===== src/shared/faq_cfg.svh =====
// Constants of the fire alarm qualifier: sizes, offsets, fields, timing
`ifndef FAQ_CFG_SVH
`define FAQ_CFG_SVH
// ------------------------------------------------------------
// Sizes: zones, points per zone, points in total
// ------------------------------------------------------------
`define FAQ_NZ 8
`define FAQ_NP 4
`define FAQ_NPT 32
// ------------------------------------------------------------
// Register offsets, fields and reset values
// ------------------------------------------------------------
`define FAQ_REG_DELAY 4'h0
`define FAQ_REG_ACK 4'h1
`define FAQ_REG_INV 4'h2
`define FAQ_REG_AACFG 4'h3
`define FAQ_REG_STATUS 4'h4
`define FAQ_AA_MAXZ_MSB 1
`define FAQ_AA_MULTI_BIT 2
`define FAQ_AA_ALWAYS_BIT 3
`define FAQ_DELAY_RST 8'h00
`define FAQ_ACK_RST 7'h1E
`define FAQ_INV_RST 4'h2
`define FAQ_AACFG_RST 4'h0
// ------------------------------------------------------------
// Timing
// ------------------------------------------------------------
`define FAQ_CLK_HZ 100000000
`define FAQ_TENTH_MS 100
`define FAQ_TENTH_CYC (`FAQ_CLK_HZ / 1000 * `FAQ_TENTH_MS)
`define FAQ_SEC_TENTHS 10
`define FAQ_SEC_PER_MIN 60
`define FAQ_BUZZ_ON_MS 800
`define FAQ_BUZZ_PER_MS 5000
`define FAQ_BUZZ_ON_T (`FAQ_BUZZ_ON_MS / `FAQ_TENTH_MS)
`define FAQ_BUZZ_PER_T (`FAQ_BUZZ_PER_MS / `FAQ_TENTH_MS)
`define FAQ_COINC_MIN 5
`define FAQ_COINC_TICKS (`FAQ_COINC_MIN * `FAQ_SEC_PER_MIN + 1)
`define FAQ_VER_RESET_S 15
`define FAQ_VER_RESET_TICKS (`FAQ_VER_RESET_S + 1)
`define FAQ_VER_WATCH_S 110
`endif


===== src/shared/faq_pkg.sv =====
// Types of the fire alarm qualifier
package faq_pkg;
   typedef enum logic [1:0] {
      VER_IDLE, VER_RESET, VER_WATCH, VER_LATCH
   } faq_ver_type;
   typedef enum logic [1:0] {
      AA_IDLE, AA_ACK, AA_INV, AA_ROUTED
   } faq_aa_type;
   typedef enum logic [2:0] {
      MSG_NONE, MSG_DELAYED, MSG_ZONE_COINC, MSG_POINT_COINC, MSG_FIRE
   } faq_msg_type;
endpackage


===== src/design/faq_top.sv =====
// Alarm qualification core of a fire alarm control unit
//
// Our own choices: the address map and the address-and-strobe port.
`timescale 1ns/1ps
`include "faq_cfg.svh"
// ------------------------------------------------------------
// Behaviour
// - A schedule input switches coincidence checking; off means direct alarm.
// - Zone-dependent zones alarm only with two zones of one group.
// - One zone of a group: cadence buzzer, zone coincidence message.
// - Zone coincidence clears on operator reset or 5 min after fire.
// - Unit-dependent points alarm only with two such points in a zone.
// - One unit-dependent point: cadence buzzer, point coincidence message.
// - Coincidence latch holds at least 5 min; panel reset clears it.
// - A second point or zone ends coincidence and raises fire.
// - One delay of 0-255 s applies to delayed points.
// - Delayed point alarms after the whole delay; restore restarts it.
// - Pending delay: cadence buzzer and delayed alarm message.
// - Delayed trigger output is active during the delay only.
// - Delayed terms per point, per zone and for the system.
// - Verification on a conventional input disables its delay.
// - Verified zone: detector reset 15 s, alarm on recurrence in 110 s.
// - Alert annunciation enabled by schedule or always; lamp shows it.
// - Alert annunciation alarm holds the routing output off.
// - Routing follows missed acknowledge or investigation time.
// - Foreign or manual call alarm during timers routes at once.
// - Alarm past the allowed zones or per-zone count ends annunciation; manual call only when alone.
// - Allowed zones one to four; option for several alarms per zone.
// - Acknowledge and reset inputs; status output shows annunciation.
// ------------------------------------------------------------
module faq_top
   import faq_pkg::*;
#(
   parameter int TENTH_CYC = `FAQ_TENTH_CYC
) (
   input wire logic ref_clk,
   input wire logic rstn,
   input wire logic [3:0] reg_addr,
   input wire logic [7:0] reg_wdata,
   input wire logic reg_wr,
   input wire logic reg_rd,
   output logic [7:0] reg_rdata,
   input wire logic [`FAQ_NPT-1:0] pt_fire,
   input wire logic [`FAQ_NPT-1:0] pt_unit_dep,
   input wire logic [`FAQ_NPT-1:0] pt_delayed,
   input wire logic [`FAQ_NPT-1:0] pt_aa,
   input wire logic [`FAQ_NPT-1:0] pt_mcp,
   input wire logic [`FAQ_NZ-1:0] zone_dep,
   input wire logic [4*`FAQ_NZ-1:0] zone_group,
   input wire logic [`FAQ_NZ-1:0] conv_verify,
   input wire logic coinc_sched,
   input wire logic aa_sched,
   input wire logic reset_front,
   input wire logic reset_remote,
   input wire logic aa_ack,
   input wire logic aa_reset,
   output logic full_alarm,
   output logic routing,
   output logic aa_active,
   output logic aa_lamp,
   output logic buzzer,
   output logic [`FAQ_NZ-1:0] det_reset,
   output logic [`FAQ_NZ-1:0] zone_coinc,
   output logic [`FAQ_NPT-1:0] point_coinc,
   output logic [`FAQ_NPT-1:0] delayed_point_term,
   output logic [`FAQ_NZ-1:0] delayed_zone_term,
   output logic delayed_any_term,
   output faq_msg_type msg_kind,
   output logic [2:0] msg_zone,
   output logic [1:0] msg_point
);

   // ------------------------------------------------------------
   // Helpers and shared signals
   // ------------------------------------------------------------
   function automatic logic [5:0] ones(input logic [31:0] v);
      logic [5:0] n;
      n = 6'h00;
      for (int k = 0; k < 32; k++) begin
         n = n + 6'(v[k]);
      end
      return n;
   endfunction

   logic [7:0] delay_s;
   logic [6:0] ack_s;
   logic [3:0] inv_min;
   logic [3:0] aacfg;
   logic [23:0] tcnt;
   logic [3:0] scnt;
   logic [5:0] cad;
   logic [`FAQ_NPT-1:0] pq, dp, ud_act, alm_pt, plat;
   logic [`FAQ_NZ-1:0] ud_pair, zone_raw, zone_act, zone_alarm, zlat;
   logic [`FAQ_NZ-1:0] grp_pair, ver_latch, ver_rst, dz, zone_multi;
   faq_aa_type aa_st, next_aa;
   logic [9:0] aa_cnt;
   faq_msg_type next_kind;
   logic [4:0] next_idx;

   wire coinc_en = coinc_sched;
   wire clr_req = reset_front || reset_remote;
   wire aa_en = aa_sched || aacfg[`FAQ_AA_ALWAYS_BIT];
   wire fire_any = |zone_alarm;
   wire [2:0] aa_maxz = {1'b0, aacfg[`FAQ_AA_MAXZ_MSB:0]} + 3'h1;

   // ------------------------------------------------------------
   // Time base: tenth tick, second tick, buzzer cadence
   // ------------------------------------------------------------
   wire tick_t = tcnt == 24'(TENTH_CYC - 1);
   wire tick_s = tick_t && scnt == 4'(`FAQ_SEC_TENTHS - 1);
   wire cad_end = cad == 6'(`FAQ_BUZZ_PER_T - 1);

   // Free-running dividers; cadence runs always so all sources share phase
   always_ff @(posedge ref_clk) begin
      if (!rstn) begin
         tcnt <= 24'h000000;
         scnt <= 4'h0;
         cad <= 6'h00;
      end else begin
         tcnt <= tick_t ? 24'h000000 : tcnt + 24'h000001;
         if (tick_t) begin
            scnt <= tick_s ? 4'h0 : scnt + 4'h1;
            cad <= cad_end ? 6'h00 : cad + 6'h01;
         end
      end
   end

   // ------------------------------------------------------------
   // Register port: configuration and status
   // ------------------------------------------------------------
   wire wr_dly = reg_wr && reg_addr == `FAQ_REG_DELAY;
   wire wr_ack = reg_wr && reg_addr == `FAQ_REG_ACK;
   wire wr_inv = reg_wr && reg_addr == `FAQ_REG_INV;
   wire wr_cfg = reg_wr && reg_addr == `FAQ_REG_AACFG;
   wire [7:0] status = {2'h0, aa_en, |plat || |zlat, delayed_any_term,
                        aa_active, routing, full_alarm};
   wire [7:0] rd_sel =
      reg_addr == `FAQ_REG_DELAY ? delay_s :
      reg_addr == `FAQ_REG_ACK ? {1'b0, ack_s} :
      reg_addr == `FAQ_REG_INV ? {4'h0, inv_min} :
      reg_addr == `FAQ_REG_AACFG ? {4'h0, aacfg} :
      reg_addr == `FAQ_REG_STATUS ? status : 8'h00;

   // Writes take effect at once; a timer in progress sees the new limit
   always_ff @(posedge ref_clk) begin
      if (!rstn) begin
         delay_s <= `FAQ_DELAY_RST;
         ack_s <= `FAQ_ACK_RST;
         inv_min <= `FAQ_INV_RST;
         aacfg <= `FAQ_AACFG_RST;
         reg_rdata <= 8'h00;
      end else begin
         if (wr_dly) delay_s <= reg_wdata;
         if (wr_ack) ack_s <= reg_wdata[6:0];
         if (wr_inv) inv_min <= reg_wdata[3:0];
         if (wr_cfg) aacfg <= reg_wdata[3:0];
         reg_rdata <= reg_rd ? rd_sel : 8'h00;
      end
   end

   // ------------------------------------------------------------
   // Per point: delay timer, verification select, address latch
   // ------------------------------------------------------------
   for (genvar gi = 0; gi < `FAQ_NPT; gi++) begin : g_pt
      localparam int Z = gi / `FAQ_NP;
      localparam bit IS_CONV = (gi % `FAQ_NP) == `FAQ_NP - 1;
      logic [8:0] dcnt;
      logic [8:0] pcnt;
      logic lat;
      wire ver = IS_CONV && conv_verify[Z];
      wire use_dly = pt_delayed[gi] && !ver;
      wire dly_done = delay_s == 8'h00 || dcnt > {1'b0, delay_s};
      wire ud = pt_unit_dep[gi] && coinc_en;
      wire pset = ud && pq[gi] && !ud_pair[Z];
      wire pexp = pcnt == 9'(`FAQ_COINC_TICKS);
      wire pclr = clr_req || ud_pair[Z] || !coinc_en || pexp;

      assign pq[gi] = ver ? ver_latch[Z] :
                      pt_fire[gi] && (!use_dly || dly_done);
      assign dp[gi] = pt_fire[gi] && use_dly && !dly_done;
      assign ud_act[gi] = ud && (pq[gi] || lat);
      assign alm_pt[gi] = pq[gi] && zone_alarm[Z];
      assign plat[gi] = lat;

      // Delay restarts whenever the point leaves fire state
      always_ff @(posedge ref_clk) begin
         if (!rstn || !pt_fire[gi] || !use_dly) begin
            dcnt <= 9'h000;
         end else if (tick_s && dcnt != 9'h1FF) begin
            dcnt <= dcnt + 9'h001;
         end
      end

      // Latch time counts only while the point is out of fire; set wins
      always_ff @(posedge ref_clk) begin
         if (!rstn) begin
            lat <= 1'b0;
            pcnt <= 9'h000;
         end else begin
            lat <= pset || (lat && !pclr);
            if (!lat || pq[gi]) pcnt <= 9'h000;
            else if (tick_s && !pexp) pcnt <= pcnt + 9'h001;
         end
      end

   end

   // ------------------------------------------------------------
   // Per zone: address pair, zone latch, verification sequencer
   // ------------------------------------------------------------
   for (genvar gz = 0; gz < `FAQ_NZ; gz++) begin : g_zn
      localparam int B = gz * `FAQ_NP;
      logic [`FAQ_NZ-1:0] same;
      logic [8:0] zcnt;
      logic zl;
      faq_ver_type vst, next_v;
      logic [6:0] vcnt;
      wire [3:0] grp = zone_group[4*gz +: 4];
      wire zd = zone_dep[gz] && coinc_en;
      wire zexp = zcnt == 9'(`FAQ_COINC_TICKS);
      wire zset = zd && zone_raw[gz] && !grp_pair[gz];
      wire zclr = clr_req || grp_pair[gz] || !coinc_en || zexp;
      wire [`FAQ_NP-1:0] pq_z = pq[B +: `FAQ_NP];
      wire [`FAQ_NP-1:0] ud_z = pt_unit_dep[B +: `FAQ_NP];
      wire cf = pt_fire[B + `FAQ_NP - 1] && conv_verify[gz];

      for (genvar gw = 0; gw < `FAQ_NZ; gw++) begin : g_grp
         assign same[gw] = zone_dep[gw] && zone_act[gw] &&
                           zone_group[4*gw +: 4] == grp;
      end

      assign ud_pair[gz] = ones(32'(ud_act[B +: `FAQ_NP])) >= 6'h02;
      assign zone_raw[gz] = coinc_en ?
                            (|(pq_z & ~ud_z) || ud_pair[gz]) : |pq_z;
      assign zone_act[gz] = zone_raw[gz] || zl;
      assign grp_pair[gz] = ones(32'(same)) >= 6'h02;
      assign zone_alarm[gz] = zone_raw[gz] && (!zd || grp_pair[gz]);
      assign zlat[gz] = zl;
      assign dz[gz] = |dp[B +: `FAQ_NP];
      assign zone_multi[gz] = ones(32'(alm_pt[B +: `FAQ_NP])) >= 6'h02;
      assign ver_latch[gz] = vst == VER_LATCH;
      assign ver_rst[gz] = next_v == VER_RESET;

      // Zone latch behaves like the point latch, one level up
      always_ff @(posedge ref_clk) begin
         if (!rstn) begin
            zl <= 1'b0;
            zcnt <= 9'h000;
         end else begin
            zl <= zset || (zl && !zclr);
            if (!zl || zone_raw[gz]) zcnt <= 9'h000;
            else if (tick_s && !zexp) zcnt <= zcnt + 9'h001;
         end
      end

      // Verification: reset the detectors, then watch for recurrence
      always_comb begin
         next_v = vst;
         unique case (vst)
            VER_IDLE: if (cf) next_v = VER_RESET;
            VER_RESET: begin
               if (vcnt == 7'(`FAQ_VER_RESET_TICKS)) next_v = VER_WATCH;
            end
            VER_WATCH: begin
               if (cf) next_v = VER_LATCH;
               else if (vcnt == 7'(`FAQ_VER_WATCH_S)) next_v = VER_IDLE;
            end
            VER_LATCH: if (clr_req) next_v = VER_IDLE;
         endcase
         if (!conv_verify[gz]) next_v = VER_IDLE;
      end

      always_ff @(posedge ref_clk) begin
         if (!rstn) begin
            vst <= VER_IDLE;
            vcnt <= 7'h00;
         end else begin
            vst <= next_v;
            if (next_v != vst) vcnt <= 7'h00;
            else if (tick_s && vcnt != 7'h7F) vcnt <= vcnt + 7'h01;
         end
      end

   end

   // ------------------------------------------------------------
   // Alert annunciation sequencer
   // ------------------------------------------------------------
   wire mcp_shared = |(alm_pt & pt_mcp) && ones(alm_pt) >= 6'h02;
   wire route_now = fire_any && (!aa_en
      || |(alm_pt & ~pt_aa & ~pt_mcp)
      || mcp_shared
      || ones(32'(zone_alarm)) > {3'h0, aa_maxz}
      || (!aacfg[`FAQ_AA_MULTI_BIT] && |zone_multi));
   wire aa_clr = clr_req || aa_reset;
   wire [9:0] inv_lim = 10'(inv_min) * 10'(`FAQ_SEC_PER_MIN);

   // Clear beats everything outside AA_IDLE; a foreign alarm beats acknowledge
   always_comb begin
      next_aa = aa_st;
      unique case (aa_st)
         AA_IDLE: begin
            if (fire_any) next_aa = route_now ? AA_ROUTED : AA_ACK;
         end
         AA_ACK: begin
            if (aa_clr) next_aa = AA_IDLE;
            else if (route_now) next_aa = AA_ROUTED;
            else if (aa_ack) next_aa = AA_INV;
            else if (aa_cnt > {3'h0, ack_s}) next_aa = AA_ROUTED;
         end
         AA_INV: begin
            if (aa_clr) next_aa = AA_IDLE;
            else if (route_now || aa_cnt > inv_lim) next_aa = AA_ROUTED;
         end
         AA_ROUTED: if (aa_clr) next_aa = AA_IDLE;
      endcase
   end

   always_ff @(posedge ref_clk) begin
      if (!rstn) begin
         aa_st <= AA_IDLE;
         aa_cnt <= 10'h000;
      end else begin
         aa_st <= next_aa;
         if (next_aa != aa_st) aa_cnt <= 10'h000;
         else if (tick_s && aa_cnt != 10'h3FF) aa_cnt <= aa_cnt + 10'h001;
      end
   end

   // ------------------------------------------------------------
   // Display message: fire over coincidence over delayed, lowest index
   // ------------------------------------------------------------
   always_comb begin
      next_kind = MSG_NONE;
      next_idx = 5'h00;
      for (int k = `FAQ_NPT - 1; k >= 0; k--) begin
         if (dp[k]) begin
            next_kind = MSG_DELAYED;
            next_idx = 5'(k);
         end
      end
      for (int z = `FAQ_NZ - 1; z >= 0; z--) begin
         if (zlat[z]) begin
            next_kind = MSG_ZONE_COINC;
            next_idx = 5'(z * `FAQ_NP);
         end
      end
      for (int k = `FAQ_NPT - 1; k >= 0; k--) begin
         if (plat[k]) begin
            next_kind = MSG_POINT_COINC;
            next_idx = 5'(k);
         end
      end
      for (int k = `FAQ_NPT - 1; k >= 0; k--) begin
         if (alm_pt[k]) begin
            next_kind = MSG_FIRE;
            next_idx = 5'(k);
         end
      end
   end

   // ------------------------------------------------------------
   // Registered outputs
   // ------------------------------------------------------------
   wire pre_warn = |plat || |zlat || |dp;
   always_ff @(posedge ref_clk) begin
      if (!rstn) begin
         full_alarm <= 1'b0;
         routing <= 1'b0;
         aa_active <= 1'b0;
         aa_lamp <= 1'b0;
         buzzer <= 1'b0;
         det_reset <= '0;
         zone_coinc <= '0;
         point_coinc <= '0;
         delayed_point_term <= '0;
         delayed_zone_term <= '0;
         delayed_any_term <= 1'b0;
         msg_kind <= MSG_NONE;
         msg_zone <= 3'h0;
         msg_point <= 2'h0;
      end else begin
         full_alarm <= fire_any;
         routing <= next_aa == AA_ROUTED;
         aa_active <= next_aa == AA_ACK || next_aa == AA_INV;
         aa_lamp <= aa_en;
         // Full alarm sounds steadily; pre-warnings use the cadence
         buzzer <= fire_any ||
                   (pre_warn && cad < 6'(`FAQ_BUZZ_ON_T));
         det_reset <= ver_rst;
         zone_coinc <= zlat;
         point_coinc <= plat;
         delayed_point_term <= dp;
         delayed_zone_term <= dz;
         delayed_any_term <= |dp;
         msg_kind <= next_kind;
         msg_zone <= next_idx[4:2];
         msg_point <= next_idx[1:0];
      end
   end
endmodule


===== config.mk =====
export PLATFORM = sky130hd
export DESIGN_NAME = faq_top
export DESIGN_NICKNAME = d
export VERILOG_FILES = /design/src/shared/faq_pkg.sv /design/src/design/faq_top.sv
export VERILOG_INCLUDE_DIRS = /design/src /design/src/shared
export SDC_FILE = /design/constraint.sdc
export NUM_CORES = 2
export LEC_CHECK = 0
export BUFFER_PORTS_ARGS = -buffer_cell sky130_fd_sc_hd__buf_2
export CAP_MARGIN = 20
export CORE_UTILIZATION = 52
export DETAILED_ROUTE_END_ITERATION = 6
export GPL_ROUTABILITY_DRIVEN = 1
export PLACE_DENSITY = 0.7
export SLEW_MARGIN = 5
export SYNTH_ARGS = -nofsm -noshare
export SYNTH_HDL_FRONTEND = slang
export SYNTH_SLANG_ARGS = --single-unit

===== constraint.sdc =====
create_clock -name ref_clk -period 15.5 [get_ports ref_clk]
set_input_delay 3.1 -clock ref_clk [delete_from_list [all_inputs] [get_ports ref_clk]]
set_output_delay 3.1 -clock ref_clk [all_outputs]
set_load 0.005 [all_outputs]

## Yosys cells after proc, flatten, opt, wreduce, memory -nomap -nowiden

Index checks and enable logic that the tools add are counted.

- Register bits after elaboration: 939
- Latch bits: 0
- RAM bits: 0
- Memory bits (read-only): 0
- Bits of input ports: 230
- Output and inout bits: 110
- Memories kept: 0

- $add $sub $neg: 224
- Multipliers: 1
- Divide/modulo/power cells: 0
- Magnitude comparators: 61
- Equal/unequal tests: 207
- Shift operators: 0
- Multiplexer cells: 296
- Bitwise operators: 22
- Reductions and logical operators: 1197

Operator list:

| kind | number |
|---|---|
| 9-bit by 1-bit adder with 9-bit output, second input constant | 72 |
| 1-bit logical AND | 498 |
| 5-bit two-way mux | 88 |
| 9-bit equality test, second input constant | 40 |
| 1-bit logical OR | 348 |
| 3-bit two-way mux | 107 |
| 9-bit by 8-bit > comparator with 1-bit output | 32 |
| 9-bit != test, second input constant | 32 |
| 6-bit by 1-bit adder with 6-bit output | 44 |
| 1-bit logical NOT | 252 |
| 4-bit equality test | 56 |
| 32-bit OR reduction | 4 |
| 2-bit two-way mux | 59 |
| 2-bit OR reduction | 51 |
| 3-bit by 1-bit adder with 4-bit output | 25 |
| 32-bit AND | 3 |
| 4-bit OR reduction | 24 |
| 2-bit by 1-bit adder with 3-bit output | 25 |
| 2-bit case mux with 4 select lines | 9 |
| 32-bit NOT | 2 |
| 5-bit by 1-bit adder with 6-bit output | 10 |
| 4-bit by 2-bit greater-or-equal comparator with 1-bit output, second input constant | 15 |
| 6-bit by 2-bit greater-or-equal comparator with 1-bit output, second input constant | 10 |
| 7-bit by 1-bit adder with 7-bit output, second input constant | 8 |
| other kinds (43) | 194 |

## Longest topological paths before layout

- Word-level depth: 108
- Gate-level depth with buffers: 56
- Mapped depth without buffers: 56

## Worst setup path after synthesis

Ideal clock, no wire load.

- Kind: in2reg
- From: in coinc_sched
- To: reg aa_active
- Setup time: 0.115 ns
- Arrival time: 15.520 ns
- Path slack: -0.135 ns
- Cell stages on the path: 51
- Cells stage by stage: clkbuf_1 > buf_6 > clkbuf_1 > buf_1 > clkbuf_1 > buf_1 > o211a_1 > fa_1 > a41oi_1 > o21ai_1 > nor4_2 > nor2_1 > o21ai_1 > nor2_1 > fa_1 > inv_1 > fa_1 > inv_1 > [... 15 more ...] > inv_1 > fa_1 > fa_1 > fa_1 > fa_1 > inv_1 > fa_1 > inv_1 > fa_1 > or4b_2 > nor4_1 > a41oi_2 > nor4b_1 > nor2_1 > a211oi_1 > nor2_1 > ha_1 > and2_1

- Cells in the longest elaborated chain, start to end: 65
- Elaborated cells on any way between the ends: 406

RTL lines:

| what | RTL line | source |
|---|---|---|
| from (decl) | faq_top.sv:51 | `input wire logic coinc_sched,` |
| 1-bit logical AND | faq_top.sv:173 | `wire ud = pt_unit_dep[gi] && coinc_en;` |
| 1-bit logical AND | faq_top.sv:181 | `assign ud_act[gi] = ud && (pq[gi] \|\| lat);` |
| 1-bit by 1-bit adder with 2-bit output | faq_top.sv:80 | `n = n + 6'(v[k]);` |
| 2-bit by 1-bit adder with 3-bit output | faq_top.sv:80 |  |
| 3-bit by 1-bit adder with 4-bit output | faq_top.sv:80 |  |
| 4-bit by 2-bit greater-or-equal comparator with 1-bit output | faq_top.sv:232 | `` assign ud_pair[gz] = ones(32'(ud_act[B +: `FAQ_NP])) >= 6'h02; `` |
| 1-bit logical OR | faq_top.sv:234 | `(\|(pq_z & ~ud_z) \|\| ud_pair[gz]) : \|pq_z;` |
| 1-bit two-way mux | faq_top.sv:233 | `assign zone_raw[gz] = coinc_en ?` |
| [... 50 more ...] | -- |  |
| 1-bit logical AND | faq_top.sv:290 | `wire route_now = fire_any && (!aa_en` |
| 1-bit logical OR | faq_top.sv:313 | `else if (route_now \|\| aa_cnt > inv_lim) next_aa = AA_ROUTED;` |
| 2-bit two-way mux | faq_top.sv:313 |  |
| 2-bit two-way mux | faq_top.sv:312 | `if (aa_clr) next_aa = AA_IDLE;` |
| 2-bit case mux with 4 select lines * | faq_top.sv:301 | `unique case (aa_st)` |
| via next_aa[1] | faq_top.sv:95 | `faq_aa_type aa_st, next_aa;` |
| 2-bit by 1-bit equality test with 1-bit output / 2-bit equality test (equally long branches) | faq_top.sv:385 | `aa_active <= next_aa == AA_ACK \|\| next_aa == AA_INV;` |
| 1-bit logical OR * | faq_top.sv:385 |  |
| to (signal assigned) | faq_top.sv:370 | `aa_active <= 1'b0;` |
| to (signal assigned) | faq_top.sv:385 |  |
| to (decl) | faq_top.sv:59 | `output logic aa_active,` |

The timed path passes the listed nets; every way through them passes the cells marked *.
A chain may end at the register's enable or synchronous reset.

## Worst setup path in the final report

- From: in conv_verify[0]
- To: reg aa_active

- Cells in the longest elaborated chain, start to end: 68
- Elaborated cells on any way between the ends: 230

RTL lines:

| what | RTL line | source |
|---|---|---|
| from (decl) | faq_top.sv:50 | `` input wire logic [`FAQ_NZ-1:0] conv_verify, `` |
| 1-bit logical NOT | -- |  |
| 1-bit logical AND | faq_top.sv:171 | `wire use_dly = pt_delayed[gi] && !ver;` |
| 1-bit logical NOT | faq_top.sv:179 | `pt_fire[gi] && (!use_dly \|\| dly_done);` |
| 1-bit logical OR | faq_top.sv:179 |  |
| 1-bit logical AND | faq_top.sv:179 |  |
| 1-bit two-way mux * | faq_top.sv:178 | `assign pq[gi] = ver ? ver_latch[Z] :` |
| 1-bit logical OR | faq_top.sv:181 |  |
| 1-bit logical AND | faq_top.sv:181 |  |
| [... 53 more ...] | -- |  |
| 1-bit logical AND | faq_top.sv:290 |  |
| 1-bit logical OR | faq_top.sv:313 |  |
| 2-bit two-way mux | faq_top.sv:313 |  |
| 2-bit two-way mux | faq_top.sv:312 |  |
| 2-bit case mux with 4 select lines * | faq_top.sv:301 |  |
| via next_aa[1] | faq_top.sv:95 |  |
| 2-bit by 1-bit equality test with 1-bit output / 2-bit equality test (equally long branches) | faq_top.sv:385 |  |
| 1-bit logical OR * | faq_top.sv:385 |  |

Marks and branches as above.

==> reports/metrics.json <==
{
  "clock_tree.root_cell": {"value": "clkbuf_16"},
  "multi_input_comb_area": {"value": 35700, "unit": "um2"},
  "gp_congestion": {"value": 1.03},
  "timing.hold.worst_path_depth": {"value": 1},
  "post_route_drc": {"value": 0},
  "total_switching_power": {"value": 1.75, "unit": "mW"},
  "timing.critical_path.arrival": {"value": 15710, "unit": "ps"},
  "num-nets-final": {"value": 8083},
  "placement_row_count": {"value": 120},
  "ff_to_ff_end": {"value": "aa_active"},
  "drt_first_iter_violations": {"value": 4755},
  "drt-total-wl": {"value": 193000, "unit": "um"},
  "post_drt_via_cell_ratio": {"value": 5.96},
  "yosys.area.top_type_share": {"value": 0.334},
  "report.final.setup_viol": {"value": 0},
  "design.die.area": {"value": 110000, "unit": "um2"},
  "tritoncts": {"value": "done"},
  "critical_path.startpoint_type": {"value": "input port"},
  "peakVddDrop": {"value": 0.140, "unit": "mV"},
  "drt_first_pass_iters": {"value": 6},
  "worstHoldStart": {"value": "tcnt[0]"},
  "final_min_period_over_clock_period": {"value": 0.976},
  "route.antenna.remaining_nets": {"value": 0},
  "syn_area": {"value": 56300, "unit": "um2"},
  "grt_first_pass_wirelength": {"value": 287000, "unit": "um"},
  "crit_slowest_cell": {"value": "or4b_2"},
  "synth_seq_area_share": {"value": 0.334},
  "setup.reg_to_reg.worst_slack": {"value": 1240, "unit": "ps"},
  "min_to": {"value": "tcnt[0]"},
  "dieWidth": {"value": 331, "unit": "um"},
  "intPower": {"value": 4.56, "unit": "mW"},
  "synthesis.nets": {"value": 7572},
  "antenna_found_initial": {"value": 43},
  "p_leak": {"value": 25.3, "unit": "nW"},
  "power_density": {"value": 97.4, "unit": "nW/um2"},
  "synthArstFlopShare": {"value": 0},
  "power.share.switching": {"value": 0.278},
  "synth_cell_types": {"value": 121},
  "synth_enable_flop_cells": {"value": 0},
  "core-area": {"value": 107000, "unit": "um2"},
  "ys_dominant_reg_cell": {"value": "dfxtp_1"},
  "seq_area": {"value": 18800, "unit": "um2"},
  "worst_path_most_repeated_cell": {"value": "fa_1"},
  "aggregate_global_routing_overflow": {"value": 0},
  "tightestPinTransition": {"value": 1100, "unit": "ps"},
  "finish.instance_area": {"value": 64800, "unit": "um2"},
  "design.portCount": {"value": 340},
  "min_path_type": {"value": "reg2reg"},
  "synth.area.top_cells": {"value": "dfxtp_1, ha_1, nor2_1, xor2_1, xnor2_1"},
  "data_required_time_at_the_worst_endpoint": {"value": 16090, "unit": "ps"},
  "placement.io_buffers": {"value": 339},
  "ys.warnings.count": {"value": 0},
  "synth_area_leader_cell": {"value": "dfxtp_1"},
  "dp.final_hpwl": {"value": 149000, "unit": "um"},
  "grt_max_degree": {"value": 69},
  "path_max_fanout": {"value": 6},
  "drive_gt1_frac": {"value": 0.115},
  "instances_no_fill": {"value": 8785},
  "clk_pin_slew": {"value": 60, "unit": "ps"},
  "clk_latency": {"value": 720, "unit": "ps"},
  "finalHoldViolations": {"value": 0},
  "slew_headroom": {"value": 0.260},
  "outcome": {"value": "finished, final reports clean"},
  "critPathKind": {"value": "in2reg"},
  "cts-buffers-inserted": {"value": 105},
  "area_overhead_of_the_layout_relative_to_synthesis": {"value": 15.1, "unit": "%"},
  "fin_crit": {"value": 15130, "unit": "ps"},
  "die_height": {"value": 331, "unit": "um"},
  "post_cts_hold_buffer_count": {"value": 0},
  "placed_instance_area": {"value": 60800, "unit": "um2"},
  "syn_avg_cell_area": {"value": 8.33, "unit": "um2"},
  "layout.filler_cells": {"value": 9383},
  "timing_limited_maximum_frequency": {"value": 66.1, "unit": "MHz"},
  "report.final.slew_viol_count": {"value": 0},
  "finalClockSkew": {"value": 30.3, "unit": "ps"},
  "yosys_register_bits": {"value": 939},
  "power_frac_seq": {"value": 0.388},
  "timing.critical_path.slowest_cell_delay": {"value": 640, "unit": "ps"},
  "first_global_vias": {"value": 48300},
  "p_clk_frac": {"value": 0.435},
  "post_synth_inst_count": {"value": 6759},
  "placed_cells": {"value": 8564},
  "initial_core_utilization": {"value": 0.525},
  "cp-end-kind": {"value": "flip-flop"},
  "critical_path.reg2reg.startpoint": {"value": "delay_s[5]"},
  "cts_sinks": {"value": 939},
  "worst_r2r_path_depth": {"value": 53},
  "bufs_on_longest_clock_path": {"value": 3},
  "detailroute.via_count": {"value": 52400},
  "grt_util_all_layers": {"value": 0.343},
  "reported_max_cap_violation_count": {"value": 0},
  "combPwrFrac": {"value": 0.177},
  "cts-htree-levels": {"value": 3},
  "wl_per_cell": {"value": 21.9, "unit": "um"}
}
## registers in the layout, summed over array words and instances, names as in the netlist, 10 cells and up
| name | cells |
|---|---|
| g_pt.dcnt | 288 |
| aa_cnt | 10 |
| g_zn.vcnt | 56 |
| point_coinc | 32 |
| delayed_point_term | 32 |
| g_zn.vst | 16 |
| tcnt | 24 |
| g_zn.zcnt | 72 |
| g_pt.pcnt | 288 |
| g_pt.lat | 32 |
## cell families (layout without fill, tap and decap cells)
group / after synthesis / after routing / synth area share
multiplexers: 28 / 28 / 0.00500
adder cells (fa/ha/maj): 583 / 583 / 0.140
AO/OA/AOI/OAI: 1140 / 1140 / 0.130
AND/OR/NAND/NOR: 2938 / 2938 / 0.259
buffers and inverters: 500 / 1100 / 0.0339
flip-flops: 939 / 939 / 0.334
other: 0 / 23 / 0
XOR/XNOR: 631 / 631 / 0.0982
## cell type report
type                    count  area share
diodes                     23    0.000889
multi-input cells        5320       0.551
clock buffers             150      0.0477
well taps                1403      0.0271
repair buffers            545      0.0511
flip-flops and latches    939       0.290
clock inverters            46      0.0111
inverters                 359      0.0209
## worst max path at each step
stage	from	to	slack (ps)
after global routing	conv_verify[0]	aa_active	-70
final	conv_verify[0]	aa_active	370
after floorplan	coinc_sched	aa_active	70
after CTS	conv_verify[0]	aa_active	110
after global placement	conv_verify[0]	aa_active	-460
after detailed placement	conv_verify[0]	aa_active	-750
## cells in the mapped netlist (26+ instances only)
master and number:
or3_1 127, a31oi_1 27, or2_2 26, xor2_1 385, nor3_1 132, o21ai_0 273, a211oi_1 71, nand4_1 278
inv_1 355, dfxtp_1 939, nor2_1 918, nand3_1 310, nor4_1 79, nand4b_1 36, xnor2_1 246, o211ai_1 40
fa_1 80, and2_1 82, o21a_1 47, o31ai_1 26, o21ai_1 31, ha_1 503, nor2b_1 60, nand2_1 572
a21oi_1 372, nand2b_1 62, mux2i_1 27, and3_1 114, clkbuf_1 118
## power groups by stage
stage / Combinational (mW) / Clock [mW] / Sequential [mW]
2_1_floorplan: 0.611 / 0 / 2.49
3_3_place_gp: 1.02 / 0 / 2.50
3_5_place_dp: 1.03 / 0 / 2.50
4_1_cts: 1.05 / 2.77 / 2.45
5_1_grt: 1.22 / 2.87 / 2.45
6_report: 1.11 / 2.74 / 2.45
## critical path: cells and delay by family
| family | cells | cell delay (ps) |
|---|---|---|
| adder cells (fa/ha/maj) | 15 | 6540 |
| AND/OR/NAND/NOR | 16 | 3120 |
| AO/OA/AOI/OAI | 11 | 1850 |
| buffers and inverters | 11 | 1080 |
## timing repair
action	CTS	global route
gates resized for setup	1	21
pin swaps	1	7
buffers inserted	0	2
setup endpoints to repair	11	14
## routing by layer
layer | wire, um | vias to the layer above | global-route usage
li1 | - | 25000 | -
met1 | 82100 | 24900 | 0.458
met2 | 82200 | 2085 | 0.519
met3 | 19800 | 408 | 0.0937
met4 | 8460 | 42 | 0.144
met5 | 259 | - | 0
## cells in the final DEF (no fill, tap or decap), types with 21 or more instances in the layout
cell type / synthesis / final
o31ai_1: 26 / 26
nand4b_1: 36 / 36
fa_1: 80 / 80
nor3_1: 132 / 130
xnor2_1: 246 / 246
nor4bb_1: 21 / 21
xor2_1: 385 / 385
and3_1: 114 / 113
or4_1: 21 / 21
clkbuf_8: 0 / 25
and4_1: 24 / 24
a211oi_1: 71 / 70
mux2i_1: 27 / 27
nand2_1: 572 / 570
buf_2: 4 / 338
diode_2: 0 / 23
o211ai_1: 40 / 40
o211a_1: 24 / 24
a31oi_1: 27 / 27
o21a_1: 47 / 47
dfxtp_1: 939 / 938
nor2b_1: 60 / 60
ha_1: 503 / 503
inv_1: 355 / 347
o21ai_1: 31 / 31
nand4_1: 278 / 278
clkbuf_16: 0 / 107
o21ai_0: 273 / 269
buf_4: 2 / 202
or2_2: 26 / 26
nand2b_1: 62 / 62
a21oi_1: 372 / 372
or3_1: 127 / 127
and2_1: 82 / 82
nand3_1: 310 / 310
nor2_1: 918 / 914
nor4_1: 79 / 76
## per-stage QoR
step                utilization  total power [mW]  setup slack [ps]  setup TNS [ps]  hold WS [ps]
finish                    0.604              6.31               372               0           476
global route              0.604              6.54             -65.5           -65.5           499
CTS                       0.603              6.27               112               0           476
detailed placement        0.567              3.53              -748           -8850           452
global placement          0.567              3.52              -459           -4700           447
floorplan                     -              3.10              68.1               0           426
No activity file was read; power rests on OpenSTA's default activity.
